## src/rtl/pmic_two_wire_pkg.sv

```systemverilog
// constants, state encodings and register layout of the two-wire slave ports
//
// How it works
// main port answers write address 0x90 and read address 0x91, both configurable.
// serial clock up to 400 kHz; logic follows any host rate below it.
// data line only pulls low for bits and acks; clock line never driven.
// high-speed clock up to 1.7 MHz with identical protocol behaviour.
// device is slave only; never makes start, stop or clock.
// register address MSB picks page; page control locations stay untouched.
// bytes of eight bits, MSB first; data changes while clock low.
// start is data falling with clock high; stop is data rising.
// while enabled, own address is acked by pulling data low.
// write is start, address, register address, data, stop; each byte acked.
// read first writes register address, then restart with read address.
// host repeats the same slave address after a repeated start.
// master ack after a read byte advances pointer and sends next register.
// reading a missing register returns zero.
// consecutive write bytes are stored, pointer advanced, each acked.
// alternating mode takes address, data, address, data in one message.
// start or stop inside a message drops it and returns to idle; the code sends a start straight to the address phase instead.
// alternate port answers 0x92 and 0x93, same protocol otherwise.
// alternate port enabled by pin select; then clock pin settings ignored.
// matching access on alternate port raises interrupt and optional wake-up.
// host masks alternate access interrupt while that port is in use.
// host supplies serial clock for every transfer.
// unmatched address leaves data released until next start.
package pmic_two_wire_pkg;

  // ------------------------------------------------------------
  // clock and bus rates
  // ------------------------------------------------------------
  localparam int REF_CLK_HZ = 50_000_000;
  localparam int STD_MAX_HZ = 400_000;
  localparam int HS_MAX_HZ = 1_700_000;
  // shortest serial half period in reference cycles, rounded down
  localparam int STD_HALF_CYCLES = REF_CLK_HZ / (2 * STD_MAX_HZ);
  localparam int HS_HALF_CYCLES = REF_CLK_HZ / (2 * HS_MAX_HZ);
  // reference cycles from a bank fetch request to its answer
  localparam int FETCH_CYCLES = 4;

  // ------------------------------------------------------------
  // software register map
  // ------------------------------------------------------------
  localparam logic [2:0] REG_MAIN_WR_ADDR = 3'h0;
  localparam logic [2:0] REG_MAIN_RD_ADDR = 3'h1;
  localparam logic [2:0] REG_ALT_WR_ADDR = 3'h2;
  localparam logic [2:0] REG_ALT_RD_ADDR = 3'h3;
  localparam logic [2:0] REG_CTRL = 3'h4;
  localparam logic [2:0] REG_STATUS = 3'h5;

  localparam logic [7:0] MAIN_WR_ADDR_RST = 8'h90;
  localparam logic [7:0] MAIN_RD_ADDR_RST = 8'h91;
  localparam logic [7:0] ALT_WR_ADDR_RST = 8'h92;
  localparam logic [7:0] ALT_RD_ADDR_RST = 8'h93;
  localparam logic [7:0] CTRL_RST = 8'h01;

  // control register fields
  localparam int CTRL_MAIN_EN = 0;
  localparam int CTRL_ALT_WRITE = 1;
  localparam int CTRL_ALT_SEL = 2;
  localparam int CTRL_ALT_WAKE = 3;
  localparam int CTRL_ALT_IRQ = 4;
  localparam int CTRL_CLK_FUNC = 5;
  localparam int CTRL_CLK_MODE = 6;

  // status register fields
  localparam int STAT_MAIN_BUSY = 0;
  localparam int STAT_ALT_BUSY = 1;

  // page control location, low seven bits of the register address
  localparam logic [6:0] PAGE_CTRL_INDEX = 7'h00;

  // ------------------------------------------------------------
  // protocol engine states
  // ------------------------------------------------------------
  typedef enum logic [3:0] {
    IDLE,
    SLV_ADDR,
    REG_ADDR,
    WR_DATA,
    ACK_OUT,
    TX_DATA,
    RX_ACK,
    IGNORE
  } eng_state_e;

endpackage

```

## src/rtl/pmic_two_wire_slave_port.sv

```systemverilog
// two-wire slave engine and the port block holding main and alternate ports
`timescale 1ns/1ps
`default_nettype none

// ------------------------------------------------------------
// protocol engine, one per serial port
// ------------------------------------------------------------
module two_wire_engine (
  input wire logic ref_clk,
  input wire logic rst,
  input wire logic en,
  input wire logic altWrite,
  input wire logic [7:0] wrAddr,
  input wire logic [7:0] rdAddr,
  input wire logic clkLine,
  input wire logic dataIn,
  output logic dataOut,
  output logic dataDriveN,
  output logic reqValid,
  output logic reqWe,
  output logic [7:0] reqAddr,
  output logic [7:0] reqData,
  input wire logic grant,
  input wire logic rdValid,
  input wire logic [7:0] rdData,
  output logic access,
  output logic busy
);
  import pmic_two_wire_pkg::*;

  typedef struct packed {
    logic clkS1;
    logic clkS2;
    logic clkP;
    logic datS1;
    logic datS2;
    logic datP;
    eng_state_e st;
    eng_state_e after;
    logic [3:0] cnt;
    logic [7:0] shift;
    logic [7:0] ptr;
    logic [7:0] rdByte;
    logic driveN;
    logic addrPhase;
    logic masterAck;
    logic reqValid;
    logic reqWe;
    logic [7:0] reqAddr;
    logic [7:0] reqData;
    logic access;
    logic busy;
  } eng_s;

  eng_s st_r;
  eng_s st_nxt;
  logic rise;
  logic fall;
  logic startC;
  logic stopC;

  // edges from the second synchroniser stage and its follower only
  assign rise = st_r.clkS2 & ~st_r.clkP;
  assign fall = ~st_r.clkS2 & st_r.clkP;
  assign startC = st_r.clkS2 & st_r.clkP & st_r.datP & ~st_r.datS2;
  assign stopC = st_r.clkS2 & st_r.clkP & ~st_r.datP & st_r.datS2;

  // next state; the serial clock is only ever sampled, never driven
  always_comb begin
    st_nxt = st_r;
    st_nxt.clkS1 = clkLine;
    st_nxt.clkS2 = st_r.clkS1;
    st_nxt.clkP = st_r.clkS2;
    st_nxt.datS1 = dataIn;
    st_nxt.datS2 = st_r.datS1;
    st_nxt.datP = st_r.datS2;
    st_nxt.access = 1'b0;
    if (st_r.reqValid && grant) begin
      st_nxt.reqValid = 1'b0;
    end
    if (rdValid) begin
      st_nxt.rdByte = rdData;
    end
    if (!en) begin
      st_nxt.st = IDLE;
      st_nxt.driveN = 1'b1;
    end else if (startC) begin
      // restart or abort: any message in flight is dropped
      st_nxt.st = SLV_ADDR;
      st_nxt.cnt = 4'h0;
      st_nxt.driveN = 1'b1;
    end else if (stopC) begin
      st_nxt.st = IDLE;
      st_nxt.driveN = 1'b1;
    end else begin
      case (st_r.st)
        SLV_ADDR, REG_ADDR, WR_DATA: begin
          if (rise) begin
            st_nxt.shift = {st_r.shift[6:0], st_r.datS2};
            st_nxt.cnt = st_r.cnt + 4'h1;
          end
          if (fall && st_r.cnt == 4'h8) begin
            st_nxt.cnt = 4'h0;
            st_nxt.driveN = 1'b0;
            st_nxt.st = ACK_OUT;
            case (st_r.st)
              SLV_ADDR: begin
                if (st_r.shift == wrAddr) begin
                  st_nxt.after = REG_ADDR;
                  st_nxt.access = 1'b1;
                end else if (st_r.shift == rdAddr) begin
                  // fetch now so the first bit is ready at the ack's end
                  st_nxt.after = TX_DATA;
                  st_nxt.access = 1'b1;
                  st_nxt.reqValid = 1'b1;
                  st_nxt.reqWe = 1'b0;
                  st_nxt.reqAddr = st_r.ptr;
                end else begin
                  st_nxt.driveN = 1'b1;
                  st_nxt.st = IGNORE;
                end
              end
              REG_ADDR: begin
                st_nxt.ptr = st_r.shift;
                st_nxt.addrPhase = 1'b0;
                st_nxt.after = WR_DATA;
              end
              default: begin
                st_nxt.after = WR_DATA;
                if (altWrite && st_r.addrPhase) begin
                  st_nxt.ptr = st_r.shift;
                  st_nxt.addrPhase = 1'b0;
                end else begin
                  st_nxt.reqValid = 1'b1;
                  st_nxt.reqWe = 1'b1;
                  st_nxt.reqAddr = st_r.ptr;
                  st_nxt.reqData = st_r.shift;
                  if (altWrite) begin
                    st_nxt.addrPhase = 1'b1;
                  end else begin
                    st_nxt.ptr = st_r.ptr + 8'h01;
                  end
                end
              end
            endcase
          end
        end
        ACK_OUT: begin
          if (fall) begin
            st_nxt.cnt = 4'h0;
            st_nxt.st = st_r.after;
            if (st_r.after == TX_DATA) begin
              st_nxt.shift = st_r.rdByte;
              st_nxt.driveN = st_r.rdByte[7];
            end else begin
              st_nxt.driveN = 1'b1;
            end
          end
        end
        TX_DATA: begin
          if (rise) begin
            st_nxt.cnt = st_r.cnt + 4'h1;
          end
          if (fall) begin
            if (st_r.cnt == 4'h8) begin
              // release for the master's ack and prefetch the next register
              st_nxt.driveN = 1'b1;
              st_nxt.st = RX_ACK;
              st_nxt.cnt = 4'h0;
              st_nxt.ptr = st_r.ptr + 8'h01;
              st_nxt.reqValid = 1'b1;
              st_nxt.reqWe = 1'b0;
              st_nxt.reqAddr = st_r.ptr + 8'h01;
            end else begin
              st_nxt.shift = {st_r.shift[6:0], 1'b0};
              st_nxt.driveN = st_r.shift[6];
            end
          end
        end
        RX_ACK: begin
          if (rise) begin
            st_nxt.masterAck = ~st_r.datS2;
          end
          if (fall) begin
            if (st_r.masterAck) begin
              st_nxt.shift = st_r.rdByte;
              st_nxt.driveN = st_r.rdByte[7];
              st_nxt.st = TX_DATA;
            end else begin
              st_nxt.st = IGNORE;
            end
          end
        end
        IDLE, IGNORE: begin
          st_nxt.driveN = 1'b1;
        end
        default: begin
          st_nxt.st = IDLE;
          st_nxt.driveN = 1'b1;
        end
      endcase
    end
    st_nxt.busy = (st_nxt.st != IDLE);
  end

  // state register; released line and idle bus after reset
  always_ff @(posedge ref_clk) begin
    if (rst) begin
      st_r <= '0;
      st_r.clkS1 <= 1'b1;
      st_r.clkS2 <= 1'b1;
      st_r.clkP <= 1'b1;
      st_r.datS1 <= 1'b1;
      st_r.datS2 <= 1'b1;
      st_r.datP <= 1'b1;
      st_r.st <= IDLE;
      st_r.after <= IDLE;
      st_r.driveN <= 1'b1;
    end else begin
      st_r <= st_nxt;
    end
  end

  // open-drain pin: value is always low, only the enable moves
  assign dataOut = 1'b0;
  assign dataDriveN = st_r.driveN;
  assign reqValid = st_r.reqValid;
  assign reqWe = st_r.reqWe;
  assign reqAddr = st_r.reqAddr;
  assign reqData = st_r.reqData;
  assign access = st_r.access;
  assign busy = st_r.busy;
endmodule

// ------------------------------------------------------------
// port block: software registers, two engines, register bank access
// ------------------------------------------------------------
module pmic_two_wire_slave_port (
  input wire logic ref_clk,
  input wire logic rst,
  input wire logic [2:0] regAddr,
  input wire logic [7:0] regWdata,
  input wire logic regWr,
  input wire logic regRd,
  output logic [7:0] regRdata,
  input wire logic serialClockLine,
  input wire logic mainDataIn,
  output logic mainDataOut,
  output logic mainDataDriveN,
  input wire logic altClockLine,
  input wire logic altDataIn,
  output logic altDataOut,
  output logic altDataDriveN,
  output logic [7:0] bankAddr,
  output logic [7:0] bankWdata,
  output logic bankWe,
  output logic bankRe,
  input wire logic [7:0] bankRdata,
  input wire logic bankHit,
  output logic interruptRequestOut,
  output logic altWakeupOut,
  output logic altClockPinFunctionOut,
  output logic altClockPinModeOut
);
  import pmic_two_wire_pkg::*;

  typedef struct packed {
    logic [7:0] mainWr;
    logic [7:0] mainRd;
    logic [7:0] altWr;
    logic [7:0] altRd;
    logic [7:0] ctrl;
    logic [7:0] regRdata;
    logic [7:0] bankAddr;
    logic [7:0] bankWdata;
    logic bankWe;
    logic bankRe;
    logic stage1;
    logic src1;
    logic zero1;
    logic stage2;
    logic src2;
    logic zero2;
    logic mainRdValid;
    logic altRdValid;
    logic [7:0] rdData;
    logic irq;
    logic wake;
    logic clkFunc;
    logic clkMode;
  } port_s;

  port_s st_r;
  port_s st_nxt;
  logic mainReq, mainWe, mainAccess, mainBusy;
  logic altReq, altWe, altAccess, altBusy;
  logic [7:0] mainAddr, mainData, altAddr, altData;
  logic grantMain, grantAlt;
  logic altEnable;
  logic reqWe;
  logic [7:0] reqAddr;
  logic [7:0] reqData;

  assign altEnable = st_r.ctrl[CTRL_ALT_SEL];

  // main power-manager port, addresses from software
  two_wire_engine mainPort (
    .ref_clk(ref_clk),
    .rst(rst),
    .en(st_r.ctrl[CTRL_MAIN_EN]),
    .altWrite(st_r.ctrl[CTRL_ALT_WRITE]),
    .wrAddr(st_r.mainWr),
    .rdAddr(st_r.mainRd),
    .clkLine(serialClockLine),
    .dataIn(mainDataIn),
    .dataOut(mainDataOut),
    .dataDriveN(mainDataDriveN),
    .reqValid(mainReq),
    .reqWe(mainWe),
    .reqAddr(mainAddr),
    .reqData(mainData),
    .grant(grantMain),
    .rdValid(st_r.mainRdValid),
    .rdData(st_r.rdData),
    .access(mainAccess),
    .busy(mainBusy)
  );

  // alternate fast port, same engine with its own addresses
  two_wire_engine altPort (
    .ref_clk(ref_clk),
    .rst(rst),
    .en(altEnable),
    .altWrite(st_r.ctrl[CTRL_ALT_WRITE]),
    .wrAddr(st_r.altWr),
    .rdAddr(st_r.altRd),
    .clkLine(altClockLine),
    .dataIn(altDataIn),
    .dataOut(altDataOut),
    .dataDriveN(altDataDriveN),
    .reqValid(altReq),
    .reqWe(altWe),
    .reqAddr(altAddr),
    .reqData(altData),
    .grant(grantAlt),
    .rdValid(st_r.altRdValid),
    .rdData(st_r.rdData),
    .access(altAccess),
    .busy(altBusy)
  );

  // fixed priority to the main port; a loser simply waits a cycle
  assign grantMain = mainReq;
  assign grantAlt = altReq & ~mainReq;
  assign reqWe = grantMain ? mainWe : altWe;
  assign reqAddr = grantMain ? mainAddr : altAddr;
  assign reqData = grantMain ? mainData : altData;

  // next state of registers, bank strobes and event outputs
  always_comb begin
    st_nxt = st_r;
    st_nxt.regRdata = 8'h00;
    st_nxt.bankWe = 1'b0;
    st_nxt.bankRe = 1'b0;
    st_nxt.stage1 = 1'b0;
    st_nxt.stage2 = st_r.stage1;
    st_nxt.src2 = st_r.src1;
    st_nxt.zero2 = st_r.zero1;
    st_nxt.mainRdValid = 1'b0;
    st_nxt.altRdValid = 1'b0;
    // software writes
    if (regWr) begin
      case (regAddr)
        REG_MAIN_WR_ADDR: st_nxt.mainWr = regWdata;
        REG_MAIN_RD_ADDR: st_nxt.mainRd = regWdata;
        REG_ALT_WR_ADDR: st_nxt.altWr = regWdata;
        REG_ALT_RD_ADDR: st_nxt.altRd = regWdata;
        REG_CTRL: st_nxt.ctrl = regWdata;
        default: st_nxt.ctrl = st_r.ctrl;
      endcase
    end
    // software reads, unmapped offsets answer zero
    if (regRd) begin
      case (regAddr)
        REG_MAIN_WR_ADDR: st_nxt.regRdata = st_r.mainWr;
        REG_MAIN_RD_ADDR: st_nxt.regRdata = st_r.mainRd;
        REG_ALT_WR_ADDR: st_nxt.regRdata = st_r.altWr;
        REG_ALT_RD_ADDR: st_nxt.regRdata = st_r.altRd;
        REG_CTRL: st_nxt.regRdata = st_r.ctrl;
        REG_STATUS: begin
          st_nxt.regRdata[STAT_MAIN_BUSY] = mainBusy;
          st_nxt.regRdata[STAT_ALT_BUSY] = altBusy;
        end
        default: st_nxt.regRdata = 8'h00;
      endcase
    end
    // page control locations are neither written nor read here
    if (grantMain || grantAlt) begin
      if (reqAddr[6:0] == PAGE_CTRL_INDEX) begin
        st_nxt.stage1 = ~reqWe;
        st_nxt.zero1 = 1'b1;
        st_nxt.src1 = grantAlt;
      end else begin
        st_nxt.bankAddr = reqAddr;
        st_nxt.bankWdata = reqData;
        st_nxt.bankWe = reqWe;
        st_nxt.bankRe = ~reqWe;
        st_nxt.stage1 = ~reqWe;
        st_nxt.zero1 = 1'b0;
        st_nxt.src1 = grantAlt;
      end
    end
    // bank answers the cycle after its strobe; a miss reads as zero
    if (st_r.stage2) begin
      st_nxt.rdData = (st_r.zero2 || !bankHit) ? 8'h00 : bankRdata;
      st_nxt.mainRdValid = ~st_r.src2;
      st_nxt.altRdValid = st_r.src2;
    end
    // access events of the alternate port; software masks them
    st_nxt.irq = altAccess & st_r.ctrl[CTRL_ALT_IRQ];
    st_nxt.wake = altAccess & st_r.ctrl[CTRL_ALT_WAKE];
    // clock pin settings lose effect while the alternate port owns it
    st_nxt.clkFunc = altEnable ? 1'b0 : st_r.ctrl[CTRL_CLK_FUNC];
    st_nxt.clkMode = altEnable ? 1'b0 : st_r.ctrl[CTRL_CLK_MODE];
  end

  // state register
  always_ff @(posedge ref_clk) begin
    if (rst) begin
      st_r <= '0;
      st_r.mainWr <= MAIN_WR_ADDR_RST;
      st_r.mainRd <= MAIN_RD_ADDR_RST;
      st_r.altWr <= ALT_WR_ADDR_RST;
      st_r.altRd <= ALT_RD_ADDR_RST;
      st_r.ctrl <= CTRL_RST;
    end else begin
      st_r <= st_nxt;
    end
  end

  assign regRdata = st_r.regRdata;
  assign bankAddr = st_r.bankAddr;
  assign bankWdata = st_r.bankWdata;
  assign bankWe = st_r.bankWe;
  assign bankRe = st_r.bankRe;
  assign interruptRequestOut = st_r.irq;
  assign altWakeupOut = st_r.wake;
  assign altClockPinFunctionOut = st_r.clkFunc;
  assign altClockPinModeOut = st_r.clkMode;
endmodule

`default_nettype wire

```

## config.mk

```make
export PLATFORM = sky130hd
export DESIGN_NAME = pmic_two_wire_slave_port
export DESIGN_NICKNAME = d
export VERILOG_FILES = /design/src/rtl/pmic_two_wire_pkg.sv /design/src/rtl/pmic_two_wire_slave_port.sv
export SDC_FILE = /design/constraint.sdc
export NUM_CORES = 1
export LEC_CHECK = 0
export ABC_AREA = 1
export BUFFER_PORTS_ARGS = -buffer_cell sky130_fd_sc_hd__buf_2
export CAP_MARGIN = 10
export CORE_ASPECT_RATIO = 1.1
export CORE_UTILIZATION = 40
export CTS_CLUSTER_SIZE = 8
export DETAILED_ROUTE_END_ITERATION = 6
export SETUP_SLACK_MARGIN = 0.1
export SLEW_MARGIN = 10
export SYNTH_ARGS = -nofsm -noshare
export SYNTH_HDL_FRONTEND = slang
export SYNTH_SLANG_ARGS = --single-unit
```

## constraint.sdc

```tcl
create_clock -name ref_clk -period 4.8 [get_ports ref_clk]
set_input_delay 0.48 -clock ref_clk [delete_from_list [all_inputs] [get_ports ref_clk]]
set_output_delay 0.48 -clock ref_clk [all_outputs]
set_load 0.005 [all_outputs]
```

==> results of run 1 <==
==> path summary, 6_finish.rpt <==
path,slack [ps],to,from
max reg2reg,1850,altPort.st_r[33]$_SDFFE_PP0P_,altPort.st_r[47]$_SDFFE_PP0P_
min reg2reg,410,altPort.st_nxt[62]$_SDFF_PP1_,altPort.st_nxt[63]$_SDFF_PP1_
max,1850,altPort.st_r[33]$_SDFFE_PP0P_,altPort.st_r[47]$_SDFFE_PP0P_
min,100,altPort.st_nxt[60]$_SDFF_PP1_,altDataIn
==> stage by stage <==
step | hold slack [ps] | area, um^2
global route | 78.6 | 11500
finish | 97.6 | 11500
CTS | 77.3 | 11500
global placement | 392 | 10700
floorplan | 388 | 10400
detailed placement | 397 | 10700
==> power groups by stage <==
stage	Combinational [mW]	Clock, mW	Sequential, mW
finish	0.172	1.86	1.82
global route	0.194	1.98	1.82
CTS	0.171	1.91	1.82
detailed placement	0.171	0	1.85
global placement	0.170	0	1.85
floorplan	0.118	0	1.85
==> cell usage in the layout, fill, tap and decap left out, types with 2 or more instances in the layout <==
cell       instances
a211oi_1           3
buf_4              4
nor4_1             3
a22oi_1            8
nor3b_1            2
o211ai_1          10
xor2_1            10
o21bai_1           2
nand4_1           13
dfxtp_1          213
mux2i_1            3
nand2_1          320
a21oi_1          138
o21ai_0          142
nand3_1           58
or2_2             14
buf_2             59
o21a_1             2
a31oi_1            9
conb_1             4
nand2_2            9
nor3_1            25
o21ai_1           13
nor3_4             2
a221oi_1           8
clkinv_1           2
ha_1               6
o22ai_1           12
clkbuf_16         30
nand3b_1           3
o221ai_1           2
inv_1            150
nor2_2             9
inv_2             14
nor2_4             7
nand3_2            4
xnor2_1           22
nor2_1           167
==> final cells by class <==
class | instances | area [um^2] | share of cell area (%)
multi-input combinational | 1037 | 5090 | 44.1
sequential | 213 | 4260 | 36.9
clock buffer | 32 | 768 | 6.65
inverter | 168 | 634 | 5.49
tap | 346 | 433 | 3.75
timing repair buffer | 63 | 325 | 2.82
clock inverter | 1 | 30.0 | 0.260
==> kinds of logic after synthesis <==
| logic type | Yosys count |
|---|---|
| fa+ha+maj | 6 |
| simple gates | 639 |
| flops | 213 |
| buf+inv | 238 |
| other cells | 1 |
| compound gates | 353 |
| xor+xnor | 32 |
| mux | 3 |
==> worst max-delay path, delay by kind of cell (launching register included) <==
| kind | cells | cell delay [ps] |
|---|---|---|
| and+or+nand+nor | 5 | 1710 |
| buffers and inverters | 2 | 370 |
| DFF | 1 | 340 |
| AOI/OAI and AO/OA | 1 | 270 |
| adders and majority gates | 1 | 140 |
==> routing by layer <==
layer | share of wire, % | up-vias | GRT usage, %
met4 | 2.4 | 0 | 7.20
li1 | - | 4873 | -
met1 | 46 | 4336 | 28.8
met2 | 47 | 230 | 37.5
met5 | 0 | - | 0
met3 | 5.1 | 56 | 2.76
==> impl_metrics.env, run 1 <==
export IMPL_netSwitchingFraction_pct=23.0
export IMPL_synth_ff_type="dfxtp_1"
export IMPL_drcViolationCount=0
export IMPL_synth_simple_area_share_pct=26.8
export IMPL_top_register="st_r"
export IMPL_ios=62
export IMPL_grt_pass1_vias=8966
export IMPL_run_status="finished, final reports clean"
export IMPL_crit_slowest_cell="nor3_1"
export IMPL_die_h_um=171
export IMPL_num_antenna_cells=0
export IMPL_antenna_found_initial=0
export IMPL_vias_per_cell=5.10
export IMPL_ir_worst_vdd_v=0.000274
export IMPL_largestRegisters="st_r x52, altPort.st_r x39, mainPort.st_r x39"
export IMPL_end_kind="register"
export IMPL_setup_ws_ps=1850
export IMPL_avgSynthCellArea_um2=6.98
export IMPL_synth_cell_types=47
export IMPL_gr_total_overflow=0
export IMPL_skew_ps=25.7
export IMPL_slew_violations=0
export IMPL_htree_levels=1
export IMPL_start_kind="register"
export IMPL_largest_reg_flops=52
export IMPL_synth_largest_area_cell="dfxtp_1"
export IMPL_layout_nets=1547
export IMPL_pwr_density_cell_nw_per_um2=333
export IMPL_yosysWarnings=0
export IMPL_wl_per_cell_um=15.5
export IMPL_insertion_delay_ps=560
export IMPL_port_buffers=59
export IMPL_synthCells=1485
export IMPL_numCtsBuffers=30
export IMPL_hpwl_um=21000
export IMPL_drt_iter0_markers=733
export IMPL_cts_tree="built"
export IMPL_crit_fanout=11
export IMPL_path_class="register to register"
export IMPL_synth_fa_ha_area_share_pct=0.724
export IMPL_cts_root_buf="clkbuf_16"
export IMPL_synth_most_common_cell="nand2_1"
export IMPL_nFillCells=2704
export IMPL_ys_ff_latch=213
export IMPL_cts_resized=0
export IMPL_holdPathStages=2
export IMPL_yosys_top_cells_area="dfxtp_1 41%, nand2_1 12%, o21ai_0 6.9%, a21oi_1 6.7%, nor2_1 6.0%"
export IMPL_cp_cell_sequence="inv_1, ha_1, nand2_1, nor2_1, nand2_2, nor3_1, inv_1, a211oi_1, nor2_1"
export IMPL_hp_class="input port to register"
export IMPL_wirelength_um=28800
export IMPL_yosys_area_top_type_share_pct=41.1
export IMPL_worst_r2r_path_depth=9
export IMPL_ant_nets=0
export IMPL_synth_top_family_by_area="simple AND/OR/NAND/NOR gates"
export IMPL_syn_to_final_growth_pct=11.3
export IMPL_yosysSeqAreaShare_pct=41.1
export IMPL_worstPathArrival_ps=3380
export IMPL_synth_xor_area_share_pct=2.70
export IMPL_total_power_mw=3.85
export IMPL_clkPwrFrac_pct=48.3
export IMPL_die_x_um=156
export IMPL_grt_usage_pct=22.0
export IMPL_period_share_pct=61.5
export IMPL_dpl_cell_count=1827
export IMPL_p_seq_share_pct=47.2
export IMPL_cts_hold_buffers=0
export IMPL_leakagePower_nw=4.93
export IMPL_synth_compound_gate_area_share_pct=18.4
export IMPL_via_count=9495
export IMPL_rows=61
export IMPL_fmax_mhz=339
export IMPL_hold_viol_final=0
export IMPL_grt_max_degree=64
export IMPL_min_period_ps=2950
export IMPL_max_cap_violations=0
export IMPL_clock_sinks=213
export IMPL_finalNonFillerCells=1860
export IMPL_net_switching_power_mw=0.886
export IMPL_dpl_worst_slack_ps=1920
export IMPL_start_util_pct=40.9
export IMPL_clockBufferDepth=3
export IMPL_relSlewSlack_pct=38.3
export IMPL_synthTopCellsByCount="320 x nand2_1, 213 x dfxtp_1, 167 x nor2_1"
export IMPL_drtPass1Iterations=5
export IMPL_syn_area_um2=10400
export IMPL_synth_edff_count=0
export IMPL_place_gp_congestion=0.905
export IMPL_p_comb_share_pct=4.5
export IMPL_ys_async_sr_fraction_pct=0
export IMPL_dieArea_um2=26600
export IMPL_max_stage_delay_ps=810
export IMPL_final_core_util_pct=45.6
export IMPL_grt_setup_unrepaired="false"
export IMPL_muxShareOfSynthArea_pct=0.290
export IMPL_clk_pin_slew_ps=50
export IMPL_cp_required_ps=5230
export IMPL_setup_tns_ps=0
export IMPL_worstMarginPinSlew_ps=918
export IMPL_setup_viol=0
export IMPL_grt_pass1_wl_um=46700
export IMPL_drive_gt1_share_pct=10.5
export IMPL_postCtsSetupBuffers=0
export IMPL_coreArea_um2=25300
export IMPL_p_int_mw=2.96
(Power assumes the default switching activity.)
==> run 2, diff against run 1 <==
--- a/config.mk
+++ b/config.mk
@@ -5,7 +5,7 @@
 export SDC_FILE = /design/constraint.sdc
 export NUM_CORES = 1
 export LEC_CHECK = 0
-export ABC_AREA = 1
+export ABC_AREA = 0
 export BUFFER_PORTS_ARGS = -buffer_cell sky130_fd_sc_hd__buf_2
 export CAP_MARGIN = 10
 export CORE_ASPECT_RATIO = 1.1
==> constraint.sdc (replaced) <==
create_clock -name ref_clk -period 2.58 [get_ports ref_clk]
set_input_delay 0.258 -clock ref_clk [delete_from_list [all_inputs] [get_ports ref_clk]]
set_output_delay 0.258 -clock ref_clk [all_outputs]
set_load 0.005 [all_outputs]
==> run 2 against run 1 <==
Compared with the run above: clock-buffer cell count did not move; wire length is 4.0% higher; critical endpoint is now mainPort.st_r[47]$_SDFFE_PP0P_; via count is 1.8% lower; cell count down 9.8%; highest routed layer unchanged; clock skew is 3.2 ps lower; synthesized area is 3.5% higher; clock power rose by 84%.
==> impl_metrics.env, run 2 <==
export IMPL_wl_per_cell_um=17.9
export IMPL_fmax_mhz=429
export IMPL_setup_ws_ps=248
export IMPL_place_gp_congestion=0.961
export IMPL_layout_nets=1358
export IMPL_syn_to_final_growth_pct=14.4
export IMPL_numCtsBuffers=30
export IMPL_grt_pass1_wl_um=47700
export IMPL_dieArea_um2=27500
export IMPL_top_register="st_r"
export IMPL_yosysSeqAreaShare_pct=39.7
export IMPL_gr_usage_met1_pct=29.5
export IMPL_cp_required_ps=3070
export IMPL_wirelength_um=29900
export IMPL_gr_total_overflow=0
export IMPL_max_stage_delay_ps=670
export IMPL_cts_tree="built"
export IMPL_worstPathArrival_ps=2820
export IMPL_busiest_layer="met2"
export IMPL_htree_levels=1
export IMPL_yosys_top_cells_area="dfxtp_1 40%, mux2i_1 6.1%, nor2_1 5.1%, nand2_1 4.9%, a21oi_1 4.8%"
export IMPL_synth_ff_type="dfxtp_1"
export IMPL_ys_async_sr_fraction_pct=0
export IMPL_synth_edff_count=0
export IMPL_final_common_cell="dfxtp_1"
export IMPL_port_buffers=59
export IMPL_avgSynthCellArea_um2=8.43
export IMPL_holdWs_ps=42.5
export IMPL_cts_root_buf="clkbuf_16"
export IMPL_drive_gt1_share_pct=14.7
export IMPL_skew_ps=22.6
export IMPL_leakagePower_nw=4.37
export IMPL_run_status="finished, final reports clean"
export IMPL_largestRegisters="st_r x52, altPort.st_r x39, mainPort.st_r x39"
export IMPL_start_kind="register"
export IMPL_ir_worst_vdd_v=0.000487
export IMPL_via_count=9323
export IMPL_synth_largest_area_cell="dfxtp_1"
export IMPL_synthCells=1272
export IMPL_period_share_pct=90.4
export IMPL_ys_ff_latch=213
export IMPL_hpwl_um=21300
export IMPL_rows=62
export IMPL_drcViolationCount=0
export IMPL_synth_most_common_cell="dfxtp_1"
export IMPL_setup_viol=0
export IMPL_syn_area_um2=10700
export IMPL_hold_viol_final=0
export IMPL_end_kind="register"
export IMPL_layout_common_cells="213 x dfxtp_1, 146 x nor2_1, 140 x nand2_1"
export IMPL_hp_class="input port to register"
export IMPL_ant_nets=0
export IMPL_setup_tns_ps=0
export IMPL_crit_slowest_cell="nor4bb_1"
export IMPL_grt_usage_pct=22.0
export IMPL_clk_pin_slew_ps=50
export IMPL_start_util_pct=40.9
export IMPL_coreArea_um2=26200
export IMPL_num_antenna_cells=0
export IMPL_yosys_area_top_type_share_pct=39.7
export IMPL_relSlewSlack_pct=28.1
export IMPL_max_cap_violations=0
export IMPL_clock_sinks=213
export IMPL_worstMarginPinSlew_ps=1080
export IMPL_antenna_found_initial=0
export IMPL_vias_per_cell=5.56
export IMPL_synthTopCellsByCount="213 x dfxtp_1, 147 x nor2_1, 140 x nand2_1"
export IMPL_use_met2_pct=35.9
export IMPL_largest_reg_flops=52
export IMPL_grt_setup_unrepaired="false"
export IMPL_slew_violations=0
export IMPL_grt_max_degree=163
export IMPL_dpl_worst_slack_ps=104
export IMPL_total_power_mw=7.12
export IMPL_ios=62
export IMPL_use_met3_pct=3.13
export IMPL_pwr_density_cell_nw_per_um2=580
export IMPL_grt_pass1_vias=8803
export IMPL_cp_cell_sequence="nor4bb_1, a211oi_1, o21ai_0, a22o_1, nor3b_2, a32o_1"
export IMPL_min_period_ps=2330
export IMPL_crit_fanout=15
export IMPL_clockBufferDepth=3
export IMPL_die_h_um=174
export IMPL_die_x_um=158
export IMPL_drtPass1Iterations=6
export IMPL_synth_cell_types=89
export IMPL_postCtsSetupBuffers=0
export IMPL_yosysWarnings=0
export IMPL_path_class="register to register"
export IMPL_insertion_delay_ps=550
export IMPL_drt_iter0_markers=629
export IMPL_rrSetupSlack_ps=250
## run 2: timing repair
item	in CTS	in global routing
hold buffers	20	0
setup endpoints to repair	6	0
gates resized for setup	1	0
endpoints found under the hold margin	34	0
## run 2: cells by family after synthesis
family,share of synthesized area (%)
buffers and inverters,6.24
multiplexers,6.48
XOR/XNOR,3.74
other,0.0350
AND/OR/NAND/NOR,23.3
AO/OA/AOI/OAI,19.7
adder cells (fa/ha/maj),0.700
flip-flops,39.7
## run 2: metrics by stage
stage | std cells | utilization (%) | area [um^2]
after detailed placement | 1624 | 43.0 | 11300
final | 1677 | 46.8 | 12300
after global placement | 1624 | 43.0 | 11300
after floorplan | 1275 | - | 10700
after global routing | 1677 | 46.8 | 12300
after CTS | 1677 | 46.8 | 12300
## run 2: routing by layer
layer	vias up	share of wire, %
met2	245	47
met3	63	4.9
li1	4602	-
met5	-	0
met4	0	2.7
met1	4413	45
## run 2: worst max-delay path: cells and delay by family (launching register included)
family | cells | cell delay (ps)
compound gates | 4 | 710
flops | 1 | 630
simple gates | 2 | 960
## run 2: worst paths after layout
| kind | start | to | cells after the start |
|---|---|---|---|
| setup / recovery | mainPort.st_r[57]$_SDFF_PP0_ | mainPort.st_r[47]$_SDFFE_PP0P_ | 6 |
| hold / removal | regWdata[6] | st_r[68]$_SDFFE_PP0P_ | 3 |
| setup reg to reg | mainPort.st_r[57]$_SDFF_PP0_ | mainPort.st_r[47]$_SDFFE_PP0P_ | 6 |
| hold reg to reg | altPort.st_nxt[60]$_SDFF_PP1_ | altPort.st_nxt[59]$_SDFF_PP1_ | 1 |
## run 2: cell type report
cell class              count  area, um^2
fillers                  2635       13900
clock inverters             1        16.3
multi-input cells         934        5830
flip-flops and latches    213        4260
well taps                 352         440
repair buffers            129         898
clock buffers              32         768
inverters                  16        60.1
## run 2: report_power, final
part | internal (mW) | switching [mW]
clock | 2.06 | 1.38
combinational | 0.125 | 0.202
sequential | 3.33 | 0.0365
total | 5.51 | 1.61
